==> config.mk <==
export PLATFORM = sky130hd
export DESIGN_NAME = gyro_spi_device_flat
export DESIGN_NICKNAME = d
export VERILOG_FILES = /design/src/gyro_spi_pkg.sv /design/src/gyro_spi_if.sv /design/src/gyro_spi_device.sv /design/src/flat_wrapper.sv
export VERILOG_INCLUDE_DIRS = /design/src /design/src/src
export SDC_FILE = /design/constraint.sdc
export NUM_CORES = 1
export LEC_CHECK = 0
export ABC_AREA = 0
export BUFFER_PORTS_ARGS = -buffer_cell sky130_fd_sc_hd__buf_2
export CAP_MARGIN = 25
export CORE_UTILIZATION = 53
export DETAILED_ROUTE_END_ITERATION = 8
export GPL_TIMING_DRIVEN = 0
export HOLD_SLACK_MARGIN = 0.15
export PLACE_DENSITY = 0.83
export SYNTH_ARGS = -nofsm -noshare
export SYNTH_HDL_FRONTEND = slang
export SYNTH_SLANG_ARGS = --single-unit
==> constraint.sdc <==
create_clock -name clk -period 2 [get_ports clk]
set_input_delay 0.2 -clock clk [delete_from_list [all_inputs] [get_ports clk]]
set_output_delay 0.2 -clock clk [all_outputs]
set_load 0.02 [all_outputs]
==> src/gyro_spi_defines.svh <==
/*
 * Shared constants for the angular rate sensor register bank and its SPI host:
 * register addresses, field positions, fixed field patterns, command byte layout
 * and host control register offsets.
 * Assumes inclusion by bare name from both design ends.
 */
`ifndef GYRO_SPI_DEFINES_SVH
`define GYRO_SPI_DEFINES_SVH

// ----------------------------------------------------------------------------
// Device register addresses
// ----------------------------------------------------------------------------
`define ADDR_COMMAND      6'h00
`define ADDR_IO_CONTROL   6'h01
`define ADDR_RATE_OUT     6'h08
`define ADDR_TEMP_OUT     6'h0A
`define ADDR_RATE_SETUP   6'h28
`define ADDR_TEMP_SETUP   6'h2A
`define ADDR_RATE_CONV    6'h30
`define ADDR_TEMP_CONV    6'h32
`define ADDR_RESOLUTION   6'h38

// ----------------------------------------------------------------------------
// Field positions and fixed patterns
// ----------------------------------------------------------------------------
`define CMD_FIXED_BIT     7
`define CMD_READ_BIT      6
`define IOC_ALL_BIT       3
`define IOC_SYNC_BIT      0
`define SETUP_EN_BIT      3
`define RES_24_BIT        1
`define IOC_FIXED         8'h30
`define SETUP_FIXED       8'h02
`define CONV_FIXED        8'h05
`define RES_FIXED         8'h20
`define RESET_BYTE        8'h00

// ----------------------------------------------------------------------------
// Host control register offsets and layout
// ----------------------------------------------------------------------------
`define HREG_CTRL         4'h0
`define HREG_STATUS       4'h1
`define HREG_IRQ_STAT     4'h2
`define HREG_IRQ_MASK     4'h3
`define HREG_DATA         4'h4
`define HCTRL_START_BIT   14
`define HCTRL_LEN_LSB     8
`define IRQ_DONE_BIT      0
`define IRQ_RDY_BIT       1
// A serial half period lasts SCLK_HALF_DIV + 1 clk cycles. The round trip from
// a falling serial edge, through the device synchronisers and back through the
// host synchronisers, takes six cycles, so shorter halves read stale data.
`define SCLK_HALF_DIV     8'h07

`endif

==> src/gyro_spi_pkg.sv <==
/*
 * Types shared by the two ends of the sensor SPI link.
 * Assumes the defines header is available on the include path.
 */
package gyro_spi_pkg;
	// Host transfer sequencer states.
	typedef enum logic [1:0] {H_IDLE, H_SHIFT, H_GAP} host_state_t;
	// Byte counter type, counts up to seven bytes.
	typedef logic [2:0] byte_cnt_t;
endpackage

==> src/gyro_spi_if.sv <==
/*
 * Four-wire SPI link between the sensor register bank and its host, plus the
 * data-ready and synchronisation pins.
 * Assumes the bench resolves the tri-state data output from its enable.
 */
`timescale 1ns/100ps
`default_nettype none
interface gyro_spi_if;
	logic sclk;        // Serial clock made by the host.
	logic cs_n;        // Chip select, active low.
	logic sdi;         // Host to device data.
	logic sdo;         // Device to host data.
	logic sdo_oe;      // Device drives the data output while high.
	logic rdy_n;       // Data ready, active low.
	logic sync_n;      // Conversion hold, active low.
	// ------------------------------------------------------------------------
	// Party views
	// ------------------------------------------------------------------------
	modport device (input sclk, input cs_n, input sdi, input sync_n,
		output sdo, output sdo_oe, output rdy_n);
	modport host (output sclk, output cs_n, output sdi, output sync_n,
		input sdo, input sdo_oe, input rdy_n);
endinterface
`default_nettype wire

==> src/gyro_spi_device.sv <==
/*
 * Register bank of the angular rate sensor behind a byte oriented SPI slave
 * (mode 3: data changes on falling, sampled on rising serial clock edges).
 * Assumes samples arrive from the converter on one-cycle strobes and that the
 * host holds each serial clock half for at least six clk cycles.
 */
`timescale 1ns/100ps
`default_nettype none
`include "gyro_spi_defines.svh"

// Summary of operation
// - First byte: command, read bit, address
// - Rate at 0x08, temperature at 0x0A
// - Ready mode all: low when all enabled fresh
// - Ready mode any: low when one enabled fresh
// - I/O control bit 0 enables sync
// - Host writes fixed I/O control patterns
// - Rate setup bit 3 enables channel
// - Temperature setup bit 3 enables channel
// - Host writes 0x05 conversion times
// - Resolution bit 1 picks 24 bits
// - Data MSB first, three or two bytes
// - Reading output register raises ready
// - Sync low holds conversions when enabled
// - Byte segments: command then data bytes
module gyro_spi_device
	import gyro_spi_pkg::*;
#(
	parameter int DATA_W = 24
) (
	// Clock and reset.
	input  wire logic              clk,
	input  wire logic              rstn,
	// Serial link.
	gyro_spi_if.device             spi,
	// Converter side.
	input  wire logic              rate_valid,
	input  wire logic [DATA_W-1:0] rate_sample,
	input  wire logic              temp_valid,
	input  wire logic [DATA_W-1:0] temp_sample,
	output logic                   conv_run,
	output logic                   rate_enable,
	output logic                   temp_enable,
	output logic                   res_24
);
	// ------------------------------------------------------------------------
	// Pin synchronisers
	// ------------------------------------------------------------------------
	logic [1:0] sclk_sync_reg;   // Serial clock synchroniser.
	logic [1:0] cs_sync_reg;     // Chip select synchroniser.
	logic [1:0] sdi_sync_reg;    // Data in synchroniser.
	logic [1:0] sync_sync_reg;   // Sync pin synchroniser.
	logic       sclk_old_reg;    // Previous synchronised serial clock.

	// Pins pass two flops before any logic reads them.
	always_ff @(posedge clk) begin
		sclk_sync_reg <= {sclk_sync_reg[0], spi.sclk};
		cs_sync_reg   <= {cs_sync_reg[0], spi.cs_n};
		sdi_sync_reg  <= {sdi_sync_reg[0], spi.sdi};
		sync_sync_reg <= {sync_sync_reg[0], spi.sync_n};
		sclk_old_reg  <= sclk_sync_reg[1];
	end

	wire sclk_rise = sclk_sync_reg[1] & ~sclk_old_reg;   // Sample edge.
	wire sclk_fall = ~sclk_sync_reg[1] & sclk_old_reg;   // Shift edge.
	wire selected  = ~cs_sync_reg[1];                    // Transfer active.

	// ------------------------------------------------------------------------
	// Registers
	// ------------------------------------------------------------------------
	logic [7:0]        io_control_reg;    // I/O control.
	logic [7:0]        rate_setup_reg;    // Rate channel setup.
	logic [7:0]        temp_setup_reg;    // Temperature channel setup.
	logic [7:0]        rate_conv_reg;     // Rate conversion time.
	logic [7:0]        temp_conv_reg;     // Temperature conversion time.
	logic [7:0]        resolution_reg;    // Resolution control.
	logic [DATA_W-1:0] rate_out_reg;      // Rate output sample.
	logic [DATA_W-1:0] temp_out_reg;      // Temperature output sample.
	logic              rate_fresh_reg;    // Unread rate data.
	logic              temp_fresh_reg;    // Unread temperature data.

	// ------------------------------------------------------------------------
	// Serial shifter
	// ------------------------------------------------------------------------
	logic [7:0]        shift_in_reg;      // Incoming byte.
	logic [2:0]        bit_cnt_reg;       // Bits of the current byte.
	byte_cnt_t         byte_cnt_reg;      // Bytes completed this transfer.
	logic [7:0]        cmd_reg;           // Command byte held.
	logic [DATA_W-1:0] shift_out_reg;     // Outgoing read data.
	logic              sdo_reg;           // Data output flop.

	wire [7:0] byte_in   = {shift_in_reg[6:0], sdi_sync_reg[1]};
	wire       byte_done = sclk_rise & (bit_cnt_reg == 3'h7);
	wire [5:0] cmd_addr  = byte_in[5:0];
	wire       cmd_read  = byte_in[`CMD_READ_BIT] & ~byte_in[`CMD_FIXED_BIT];
	wire       cmd_byte  = byte_done & (byte_cnt_reg == 3'h0);
	wire       wr_byte   = byte_done & (byte_cnt_reg == 3'h1) & ~cmd_reg[`CMD_READ_BIT];
	wire [5:0] wr_addr   = cmd_reg[5:0];

	// Read data aligned so the first byte is in the top bits.
	function automatic logic [DATA_W-1:0] read_word(input logic [5:0] a);
		unique case (a)
			`ADDR_IO_CONTROL: read_word = {io_control_reg, 16'h0000};
			`ADDR_RATE_SETUP: read_word = {rate_setup_reg, 16'h0000};
			`ADDR_TEMP_SETUP: read_word = {temp_setup_reg, 16'h0000};
			`ADDR_RATE_CONV:  read_word = {rate_conv_reg, 16'h0000};
			`ADDR_TEMP_CONV:  read_word = {temp_conv_reg, 16'h0000};
			`ADDR_RESOLUTION: read_word = {resolution_reg, 16'h0000};
			// 16-bit mode sends the upper two bytes
			`ADDR_RATE_OUT:   read_word = rate_out_reg;
			`ADDR_TEMP_OUT:   read_word = temp_out_reg;
			default:          read_word = '0;
		endcase
	endfunction

	// Bit and byte counting, and command capture.
	always_ff @(posedge clk) begin
		if (!rstn || !selected) begin
			bit_cnt_reg  <= 3'h0;
			byte_cnt_reg <= 3'h0;
		end else if (sclk_rise) begin
			bit_cnt_reg  <= bit_cnt_reg + 3'h1;
			shift_in_reg <= byte_in;
			if (byte_done && byte_cnt_reg != 3'h7) begin
				byte_cnt_reg <= byte_cnt_reg + 3'h1;
			end
		end
		if (!rstn) begin
			cmd_reg <= `RESET_BYTE;
		end else if (cmd_byte) begin
			cmd_reg <= {byte_in[7:6], cmd_addr};
		end
	end

	// Output shifter: loads on a read command, shifts on falling edges.
	always_ff @(posedge clk) begin
		if (!rstn || !selected) begin
			shift_out_reg <= '0;
			sdo_reg       <= 1'b0;
		end else if (cmd_byte && cmd_read) begin
			shift_out_reg <= read_word(cmd_addr);
		end else if (sclk_fall && byte_cnt_reg != 3'h0) begin
			sdo_reg       <= shift_out_reg[DATA_W-1];
			shift_out_reg <= {shift_out_reg[DATA_W-2:0], 1'b0};
		end
	end

	assign spi.sdo    = sdo_reg;
	assign spi.sdo_oe = selected & cmd_reg[`CMD_READ_BIT] & (byte_cnt_reg != 3'h0);

	// ------------------------------------------------------------------------
	// Configuration writes
	// ------------------------------------------------------------------------
	// Host is trusted to place the fixed patterns; all bits are stored.
	always_ff @(posedge clk) begin
		if (!rstn) begin
			io_control_reg <= `IOC_FIXED;
			rate_setup_reg <= `SETUP_FIXED;
			temp_setup_reg <= `SETUP_FIXED;
			rate_conv_reg  <= `CONV_FIXED;
			temp_conv_reg  <= `CONV_FIXED;
			resolution_reg <= `RES_FIXED;
		end else if (wr_byte) begin
			unique case (wr_addr)
				`ADDR_IO_CONTROL: io_control_reg <= byte_in;
				`ADDR_RATE_SETUP: rate_setup_reg <= byte_in;
				`ADDR_TEMP_SETUP: temp_setup_reg <= byte_in;
				`ADDR_RATE_CONV:  rate_conv_reg  <= byte_in;
				`ADDR_TEMP_CONV:  temp_conv_reg  <= byte_in;
				`ADDR_RESOLUTION: resolution_reg <= byte_in;
				default:          ;
			endcase
		end
	end

	// ------------------------------------------------------------------------
	// Samples, unread flags and data ready
	// ------------------------------------------------------------------------
	// rate channel enable
	assign rate_enable = rate_setup_reg[`SETUP_EN_BIT];
	assign temp_enable = temp_setup_reg[`SETUP_EN_BIT];
	assign res_24      = resolution_reg[`RES_24_BIT];
	assign conv_run    = ~(io_control_reg[`IOC_SYNC_BIT] & ~sync_sync_reg[1]);

	wire rd_rate = cmd_byte & cmd_read & (cmd_addr == `ADDR_RATE_OUT);
	wire rd_temp = cmd_byte & cmd_read & (cmd_addr == `ADDR_TEMP_OUT);
	wire rd_any  = rd_rate | rd_temp;
	wire take_r  = rate_valid & rate_enable & conv_run;
	wire take_t  = temp_valid & temp_enable & conv_run;

	// New sample wins over a read in the same cycle.
	always_ff @(posedge clk) begin
		if (!rstn) begin
			rate_out_reg   <= '0;
			temp_out_reg   <= '0;
			rate_fresh_reg <= 1'b0;
			temp_fresh_reg <= 1'b0;
		end else begin
			if (take_r) begin
				rate_out_reg <= rate_sample;
			end
			if (take_t) begin
				temp_out_reg <= temp_sample;
			end
			rate_fresh_reg <= take_r | (rate_fresh_reg & ~rd_any);
			temp_fresh_reg <= take_t | (temp_fresh_reg & ~rd_any);
		end
	end

	// Disabled channels count as satisfied in all mode, absent in any mode.
	wire all_fresh = (rate_fresh_reg | ~rate_enable) & (temp_fresh_reg | ~temp_enable)
		& (rate_enable | temp_enable);
	wire any_fresh = (rate_fresh_reg & rate_enable) | (temp_fresh_reg & temp_enable);
	assign spi.rdy_n = ~(io_control_reg[`IOC_ALL_BIT] ? all_fresh : any_fresh);
endmodule
`default_nettype wire

==> src/flat_wrapper.sv <==
// flat-port wrapper written by rule: the top's interface ports become plain ports
module gyro_spi_device_flat import gyro_spi_pkg::*;
#(
	parameter int DATA_W = 24
)
  (clk, rstn, rate_valid, rate_sample, temp_valid, temp_sample, conv_run, rate_enable, temp_enable, res_24, spi_sclk, spi_cs_n, spi_sdi, spi_sync_n, spi_sdo, spi_sdo_oe, spi_rdy_n);
  gyro_spi_if spi_i ();
  input  wire logic clk;
  input  wire logic rstn;
  input  wire logic rate_valid;
  input  wire logic [DATA_W-1:0] rate_sample;
  input  wire logic temp_valid;
  input  wire logic [DATA_W-1:0] temp_sample;
  output logic conv_run;
  output logic rate_enable;
  output logic temp_enable;
  output logic res_24;
  input wire logic [$bits(spi_i.sclk)-1:0] spi_sclk;
  input wire logic [$bits(spi_i.cs_n)-1:0] spi_cs_n;
  input wire logic [$bits(spi_i.sdi)-1:0] spi_sdi;
  input wire logic [$bits(spi_i.sync_n)-1:0] spi_sync_n;
  output wire logic [$bits(spi_i.sdo)-1:0] spi_sdo;
  output wire logic [$bits(spi_i.sdo_oe)-1:0] spi_sdo_oe;
  output wire logic [$bits(spi_i.rdy_n)-1:0] spi_rdy_n;
  assign spi_i.sclk = spi_sclk;
  assign spi_i.cs_n = spi_cs_n;
  assign spi_i.sdi = spi_sdi;
  assign spi_i.sync_n = spi_sync_n;
  assign spi_sdo = spi_i.sdo;
  assign spi_sdo_oe = spi_i.sdo_oe;
  assign spi_rdy_n = spi_i.rdy_n;
  gyro_spi_device #(.DATA_W(DATA_W)) u_core (.clk(clk), .rstn(rstn), .spi(spi_i), .rate_valid(rate_valid), .rate_sample(rate_sample), .temp_valid(temp_valid), .temp_sample(temp_sample), .conv_run(conv_run), .rate_enable(rate_enable), .temp_enable(temp_enable), .res_24(res_24));
endmodule
# Yosys cells after proc, flatten, opt, wreduce, memory -nomap -nowiden
# Cells that the tools add are included.
dict set report classes {
  add_sub_neg 2
  n_eq_ne 17
  muxes 4
  bitwise_logic 43
  n_reduce_logical 17
}
# cell count
set ops {}
lappend ops {{case mux 24 bit (8 select lines)} 1}
lappend ops {{equality test 6 bit, second input constant} 10}
lappend ops {{two-way mux 24 bit} 2}
lappend ops {{AND 1 bit} 23}
lappend ops {{AND reduction 2 bit} 9}
lappend ops {{inverter 1 bit} 13}
lappend ops {{equality test 6 x 1 -> 1 bit, second input constant} 2}
lappend ops {{equality test 6 x 4 -> 1 bit, second input constant} 2}
lappend ops {{bitwise OR 1 bit} 7}
lappend ops {{adder 3 x 1 -> 3 bit, second input constant} 2}
lappend ops {{equality test 3 x 1 -> 1 bit, second input constant} 1}
lappend ops {{equality test 3 bit, second input constant} 1}
lappend ops {{logical AND 1 bit} 3}
lappend ops {{zero test 3 bit} 1}
lappend ops {{!= test 3 bit, second input constant} 1}
lappend ops {{nonzero test 3 bit} 1}
lappend ops {{nonzero test 2 bit} 1}
lappend ops {{zero test 1 bit} 1}
lappend ops {{logical OR 1 bit} 1}
lappend ops {{two-way mux 1 bit} 1}
dict set report word_totals {
  reg_bits 152
  out_inout_bits 7
  wordCells 104
}

# Logic depth before layout (Yosys ltp)
dict set report logic_depth {
  ltp_word 10
  mapped_depth 10
}

# Worst setup path before layout
# No wires, ideal clock.
dict set report synth_path {
  path_type {register to register}
  start {reg u_core.byte_cnt_reg[0]}
  end {reg u_core.temp_conv_reg[0]}
  setup_time_ns 0.129
  arrival_time_ns 1.913
  setup_slack_ns -0.042
  path_stages_with_launch 8
  cell_sequence {dfxtp_1 > ha_1 > or4b_4 > buf_6 > nor3_4 > nand3_2 > mux2i_1 > nand2_1}
}
dict set report synth_between {
  elab_chain_len 4
}
# item line_no
set synth_lines {}
lappend synth_lines {{start, declared} gyro_spi_device.sv:87} ;# byte_cnt_t byte_cnt_reg;
lappend synth_lines {{start signal, assigned} gyro_spi_device.sv:125} ;# byte_cnt_reg <= byte_cnt_reg + 3'h1;
lappend synth_lines {{equality test 3 x 1 -> 1 bit} gyro_spi_device.sv:97} ;# wire wr_byte = byte_done & (byte_cnt_reg == 3'h1) & ~cmd_reg[`CMD_READ_BIT];
lappend synth_lines {{AND 1 bit (2 in series)} gyro_spi_device.sv:97}
lappend synth_lines {{AND reduction 2 bit (no source line)} n/a}
lappend synth_lines {{end signal, assigned} gyro_spi_device.sv:161} ;# temp_conv_reg <= `CONV_FIXED;
lappend synth_lines {{end signal, assigned} gyro_spi_device.sv:169} ;# `ADDR_TEMP_CONV: temp_conv_reg <= byte_in;
lappend synth_lines {{end, declared} gyro_spi_device.sv:75} ;# logic [7:0] temp_conv_reg;
# No other way between the ends.
# A chain may end at the register's enable or synchronous reset.

# Worst setup path after layout
dict set report layout_path {
  start {reg u_core.shift_in_reg[2]}
  end {reg u_core.shift_out_reg[6]}
}
dict set report layout_between {
  elab_chain_len 3
}
# item line_no
set layout_lines {}
lappend layout_lines {{start, declared} gyro_spi_device.sv:85} ;# logic [7:0] shift_in_reg;
lappend layout_lines {{start signal, assigned} gyro_spi_device.sv:123} ;# shift_in_reg <= byte_in;
lappend layout_lines {{equality test 6 x 4 -> 1 bit, or another cell as far along} gyro_spi_device.sv:102} ;# unique case (a)
lappend layout_lines {{case mux 24 bit (8 select lines) *} gyro_spi_device.sv:102}
lappend layout_lines {{two-way mux 24 bit *} gyro_spi_device.sv:140} ;# end else if (cmd_byte && cmd_read) begin
lappend layout_lines {{end signal, assigned} gyro_spi_device.sv:141} ;# shift_out_reg <= read_word(cmd_addr);
lappend layout_lines {{end signal, assigned} gyro_spi_device.sv:144} ;# shift_out_reg <= {shift_out_reg[DATA_W-2:0], 1'b0};
lappend layout_lines {{end, declared} gyro_spi_device.sv:89} ;# logic [DATA_W-1:0] shift_out_reg;
# Mark *: on every way between the ends. The rest lies on a longest branch, timed or not.

==> Flow_metrics.wiki <==
{| class="wikitable"
! Metric !! Value
|-
| Outcome || complete, but fails checks
|-
| Failing checks || setup timing
|-
| Synth Cell Area || roughly 0.0066 mm2
|-
| Post-DP HPWL || 11700 um
|-
| Antenna violations before repair || 0
|-
| Setup slack of the critical path after layout || -115 ps
|-
| Wire length of the first global-routing pass || 30500 um
|-
| Worst setup SP type || flip-flop
|-
| Number of enable-type register cells in the synthesized netlist || 7
|-
| Flip-flop and latch count after synthesis || between 150 and 200
|-
| Die outline height || between 100 and 150 um
|-
| Kind of cell adding the most delay to the critical path || buffers and inverters
|-
| Cts bufs inserted || 17
|-
| Detail-routed via count per cell || between 6 and 7
|-
| Async set-reset flop share out of synthesis || 0
|-
| Final wirelength || around 21000 um
|-
| All-Layer GR Usage || 0.313
|-
| Switching share of total power || 0.218
|-
| Fill cell total of the finished layout || around 730
|-
| Post-layout net count || 927
|-
| Number of buffer and inverter instances along the worst setup path || 3
|-
| Sequential cell area fraction in the yosys report || 0.473
|-
| Critical Path Slowest Stage Cell || sky130_fd_sc_hd__edfxtp_1
|-
| Unrepaired setup endpoints after global routing || true
|-
| DRC viols || 0
|-
| Cell-by-cell listing of the critical path || nor2b_1 > buf_4 > nand2_1 > a2111o_1 > buf_6 > nand2b_4 > clkbuf_16 > o22ai_2
|-
| Number of buffers between clock root and the deepest sink || 2
|-
| Hold slack final || 318 ps
|-
| Clock tree from TritonCTS || done
|-
| Count of standard-cell rows || 40
|-
| Final Wtd Congestion || slightly below 0.9
|-
| Clock network fraction of design power || 0.487
|-
| Prevailing post-synth register cell || sky130_fd_sc_hd__dfxtp_1
|-
| Maximum vdd ir drop || about 650 uV
|-
| Ratio of cells with drive above 1 in the final layout || 0.256
|-
| Switching power of the nets || ~1400 uW
|-
| Via count of the first global-routing pass || approximately 6000
|-
| Growth of design area from synthesis to finish || 35.7%
|-
| Worst path arrival time || 2470 ps
|-
| Timing-limited maximum frequency || roughly 470 MHz
|-
| # clock sinks || ~150
|-
| Number of warnings printed during yosys synthesis || 0
|-
| Class of the most critical hold timing path || input port to flip-flop
|-
| Die Footprint || 0.0129 mm2
|-
| DP Area || just over 0.007 mm2
|-
| H-Tree Level Count || 4
|-
| Most common cell after layout, fill and taps aside || sky130_fd_sc_hd__dfxtp_1
|-
| Count of buffers from port buffering || ~60
|-
| Logic pwr share || 0.045
|-
| Wirelength per Cell || 20.2 um
|-
| Clock network latency to the later pin of the worst-skew pair || around 440 ps
|-
| Overflow after GRT || 0
|-
| Category of the most critical setup path || flip-flop to flip-flop
|-
| Ratio of final minimum period to clock period || 1.06
|-
| Slowest Stage Delay on Critical Path || roughly 500 ps
|-
| CTS Root Buffer Type || sky130_fd_sc_hd__clkbuf_16
|-
| Endpoints failing setup || 14
|-
| Sequential share of power || 0.468
|-
| Number of max-slew violations in the final report || 0
|-
| IO Count || between 60 and 70
|-
| Average cell area after synthesis || approximately 9.4 um2
|-
| Endpoint kind of the worst setup timing path || flip-flop
|-
| Critical path fanouts, max || 9
|-
| Horiz. Die Dim || ~110 um
|-
| Final critical-path required period || 2110 ps
|-
| Diodes inserted || 0
|-
| Synth cell types || 47
|-
| Worst-case clock skew || between 10 and 15 ps
|-
| Total via count in the routed design || between 6000 and 7000
|-
| Drt first pass iters || 6
|-
| Largest net degree at the start of global routing || 17
|-
| Critical path data required time || between 2000 and 2500 ps
|-
| Starting DRC count in detailed routing || 659
|-
| Core Area || 0.0121 mm2
|-
| Power density relative to cell area || between 700 and 800 mW/mm2
|-
| Commonest cells after routing, fill and taps aside || sky130_fd_sc_hd__dfxtp_1, sky130_fd_sc_hd__nand2_1, sky130_fd_sc_hd__buf_2
|-
| Static leakage || 0.00338 uW
|-
| Synthesized netlist cell count || 700
|-
| Maxcap violations || 0
|-
| Number of nets still failing antenna checks after routing || 0
|-
| Count of final hold-check violations || 0
|-
| Post-route design area || 0.00893 mm2
|-
| Nets in the synthesized netlist || around 760
|-
| Internal Power || roughly 5000 uW
|-
| Starting utilization of the core area || 0.546
|-
| Tightest Pin Transition || between 600 and 700 ps
|-
| Tightest slew margin relative to the limit || 0.591
|-
| Register clock-pin slew on the reported worst setup and hold paths || roughly 60 ps
|}
## power groups by stage
stage | Clock, uW | Combinational [uW] | Sequential [uW]
final | 3200 | 294 | 3070
after global routing | 3350 | 306 | 3070
after CTS | 3170 | 264 | 3070
after detailed placement | 0 | 177 | 3140
after global placement | 0 | 173 | 3140
after floorplan | 0 | 90.0 | 3130
## synth_stat cells, types with 2 or more instances
master | number | share of area
sky130_fd_sc_hd__mux2i_1 | 66 | 0.10
sky130_fd_sc_hd__dfxtp_1 | 145 | 0.44
sky130_fd_sc_hd__inv_1 | 5 | 0.0029
sky130_fd_sc_hd__nand3_1 | 22 | 0.017
sky130_fd_sc_hd__nor2b_1 | 39 | 0.037
sky130_fd_sc_hd__nor3b_1 | 3 | 0.0034
sky130_fd_sc_hd__nor3_4 | 2 | 0.0049
sky130_fd_sc_hd__buf_1 | 3 | 0.0017
sky130_fd_sc_hd__ha_1 | 6 | 0.011
sky130_fd_sc_hd__buf_2 | 5 | 0.0038
sky130_fd_sc_hd__or3b_2 | 2 | 0.0027
sky130_fd_sc_hd__a311o_1 | 2 | 0.0030
sky130_fd_sc_hd__a221oi_1 | 7 | 0.0093
sky130_fd_sc_hd__nand3_2 | 2 | 0.0030
sky130_fd_sc_hd__nand2_1 | 129 | 0.074
sky130_fd_sc_hd__nand2b_1 | 5 | 0.0048
sky130_fd_sc_hd__a21boi_0 | 64 | 0.073
sky130_fd_sc_hd__and3_1 | 26 | 0.025
sky130_fd_sc_hd__o22ai_1 | 29 | 0.028
sky130_fd_sc_hd__xnor2_1 | 2 | 0.0027
sky130_fd_sc_hd__mux2_2 | 14 | 0.024
sky130_fd_sc_hd__nor2_1 | 8 | 0.0046
sky130_fd_sc_hd__nand4_1 | 2 | 0.0019
sky130_fd_sc_hd__clkbuf_2 | 2 | 0.0015
sky130_fd_sc_hd__buf_6 | 2 | 0.0034
sky130_fd_sc_hd__or4b_4 | 2 | 0.0042
sky130_fd_sc_hd__edfxtp_1 | 7 | 0.032
sky130_fd_sc_hd__a21oi_1 | 28 | 0.021
sky130_fd_sc_hd__a22oi_1 | 7 | 0.0080
sky130_fd_sc_hd__o21ai_0 | 6 | 0.0046
sky130_fd_sc_hd__nor3_1 | 2 | 0.0015
sky130_fd_sc_hd__o211ai_1 | 2 | 0.0023
sky130_fd_sc_hd__clkbuf_1 | 40 | 0.023
## through the flow
| stage | total power, uW | cells | setup TNS (ps) | setup slack [ps] | util |
|---|---|---|---|---|---|
| 2_1_floorplan | 3220 | 700 | 0 | 3.97 | - |
| 6_report | 6560 | 1046 | -888 | -115 | 0.741 |
| 4_1_cts | 6510 | 1027 | 0 | 1.37 | 0.704 |
| 3_3_place_gp | 3310 | 929 | -18680 | -432 | 0.590 |
| 5_1_grt | 6730 | 1046 | -2380 | -158 | 0.741 |
| 3_5_place_dp | 3320 | 929 | -23150 | -465 | 0.590 |
## layer usage
layer	wire length [um]	track usage	up-vias
li1	-	-	2790
met1	8040	0.378	3042
met2	10200	0.519	407
met3	1810	0.0755	96
met4	1040	0.165	0
met5	0	0	-
## repair_timing
| item | CTS | global route |
|---|---|---|
| endpoints found under the setup margin | 74 | 76 |
| hold buffers | 52 | 0 |
| buffers inserted | 15 | 19 |
| gates cloned | 1 | 1 |
| pin swaps | 6 | 12 |
| hold endpoints to repair | 52 | 0 |
| resized for setup | 46 | 73 |
## cell families (layout without fill, tap and decap cells)
logic type                 count (synthesis)  in the layout  synth area share
and+or+nand+nor                          253            254             0.197
DFF                                      152            152             0.473
AOI/OAI and AO/OA                        149            149             0.154
muxes                                     80             80             0.124
buffers and inverters                     58            235            0.0373
adders and majority gates                  6              6            0.0114
xor gates and xnor gates                   2              2           0.00266
## worst paths after layout
check | from | slack [ps] | end | cells past startpoint
setup / recovery | u_core.shift_in_reg[2] | -110 | u_core.shift_out_reg[6] | 8
hold / removal | temp_valid | 320 | u_core.temp_out_reg[2] | 4
setup reg to reg | u_core.shift_in_reg[2] | -110 | u_core.shift_out_reg[6] | 8
hold reg to reg | u_core.sync_sync_reg[0] | 330 | u_core.sync_sync_reg[1] | 0
## final cells by class
type                       instances  area, um2  share of cell area
multi-input combinational        491       3550               0.397
sequential                       152       3120               0.350
timing repair buffer             148       1160               0.130
clock buffer                      22        464              0.0520
buffer                            50        287              0.0321
tap                              168        210              0.0235
clock inverter                    10        116              0.0130
inverter                           5       18.8             0.00210
## worst min-delay path: stages
cell                       delay [ps]
sky130_fd_sc_hd__buf_2             90
sky130_fd_sc_hd__nand3_1          220
sky130_fd_sc_hd__nand2_1          130
sky130_fd_sc_hd__a21boi_0          60
Note: power is estimated with default switching activity, not from simulation.
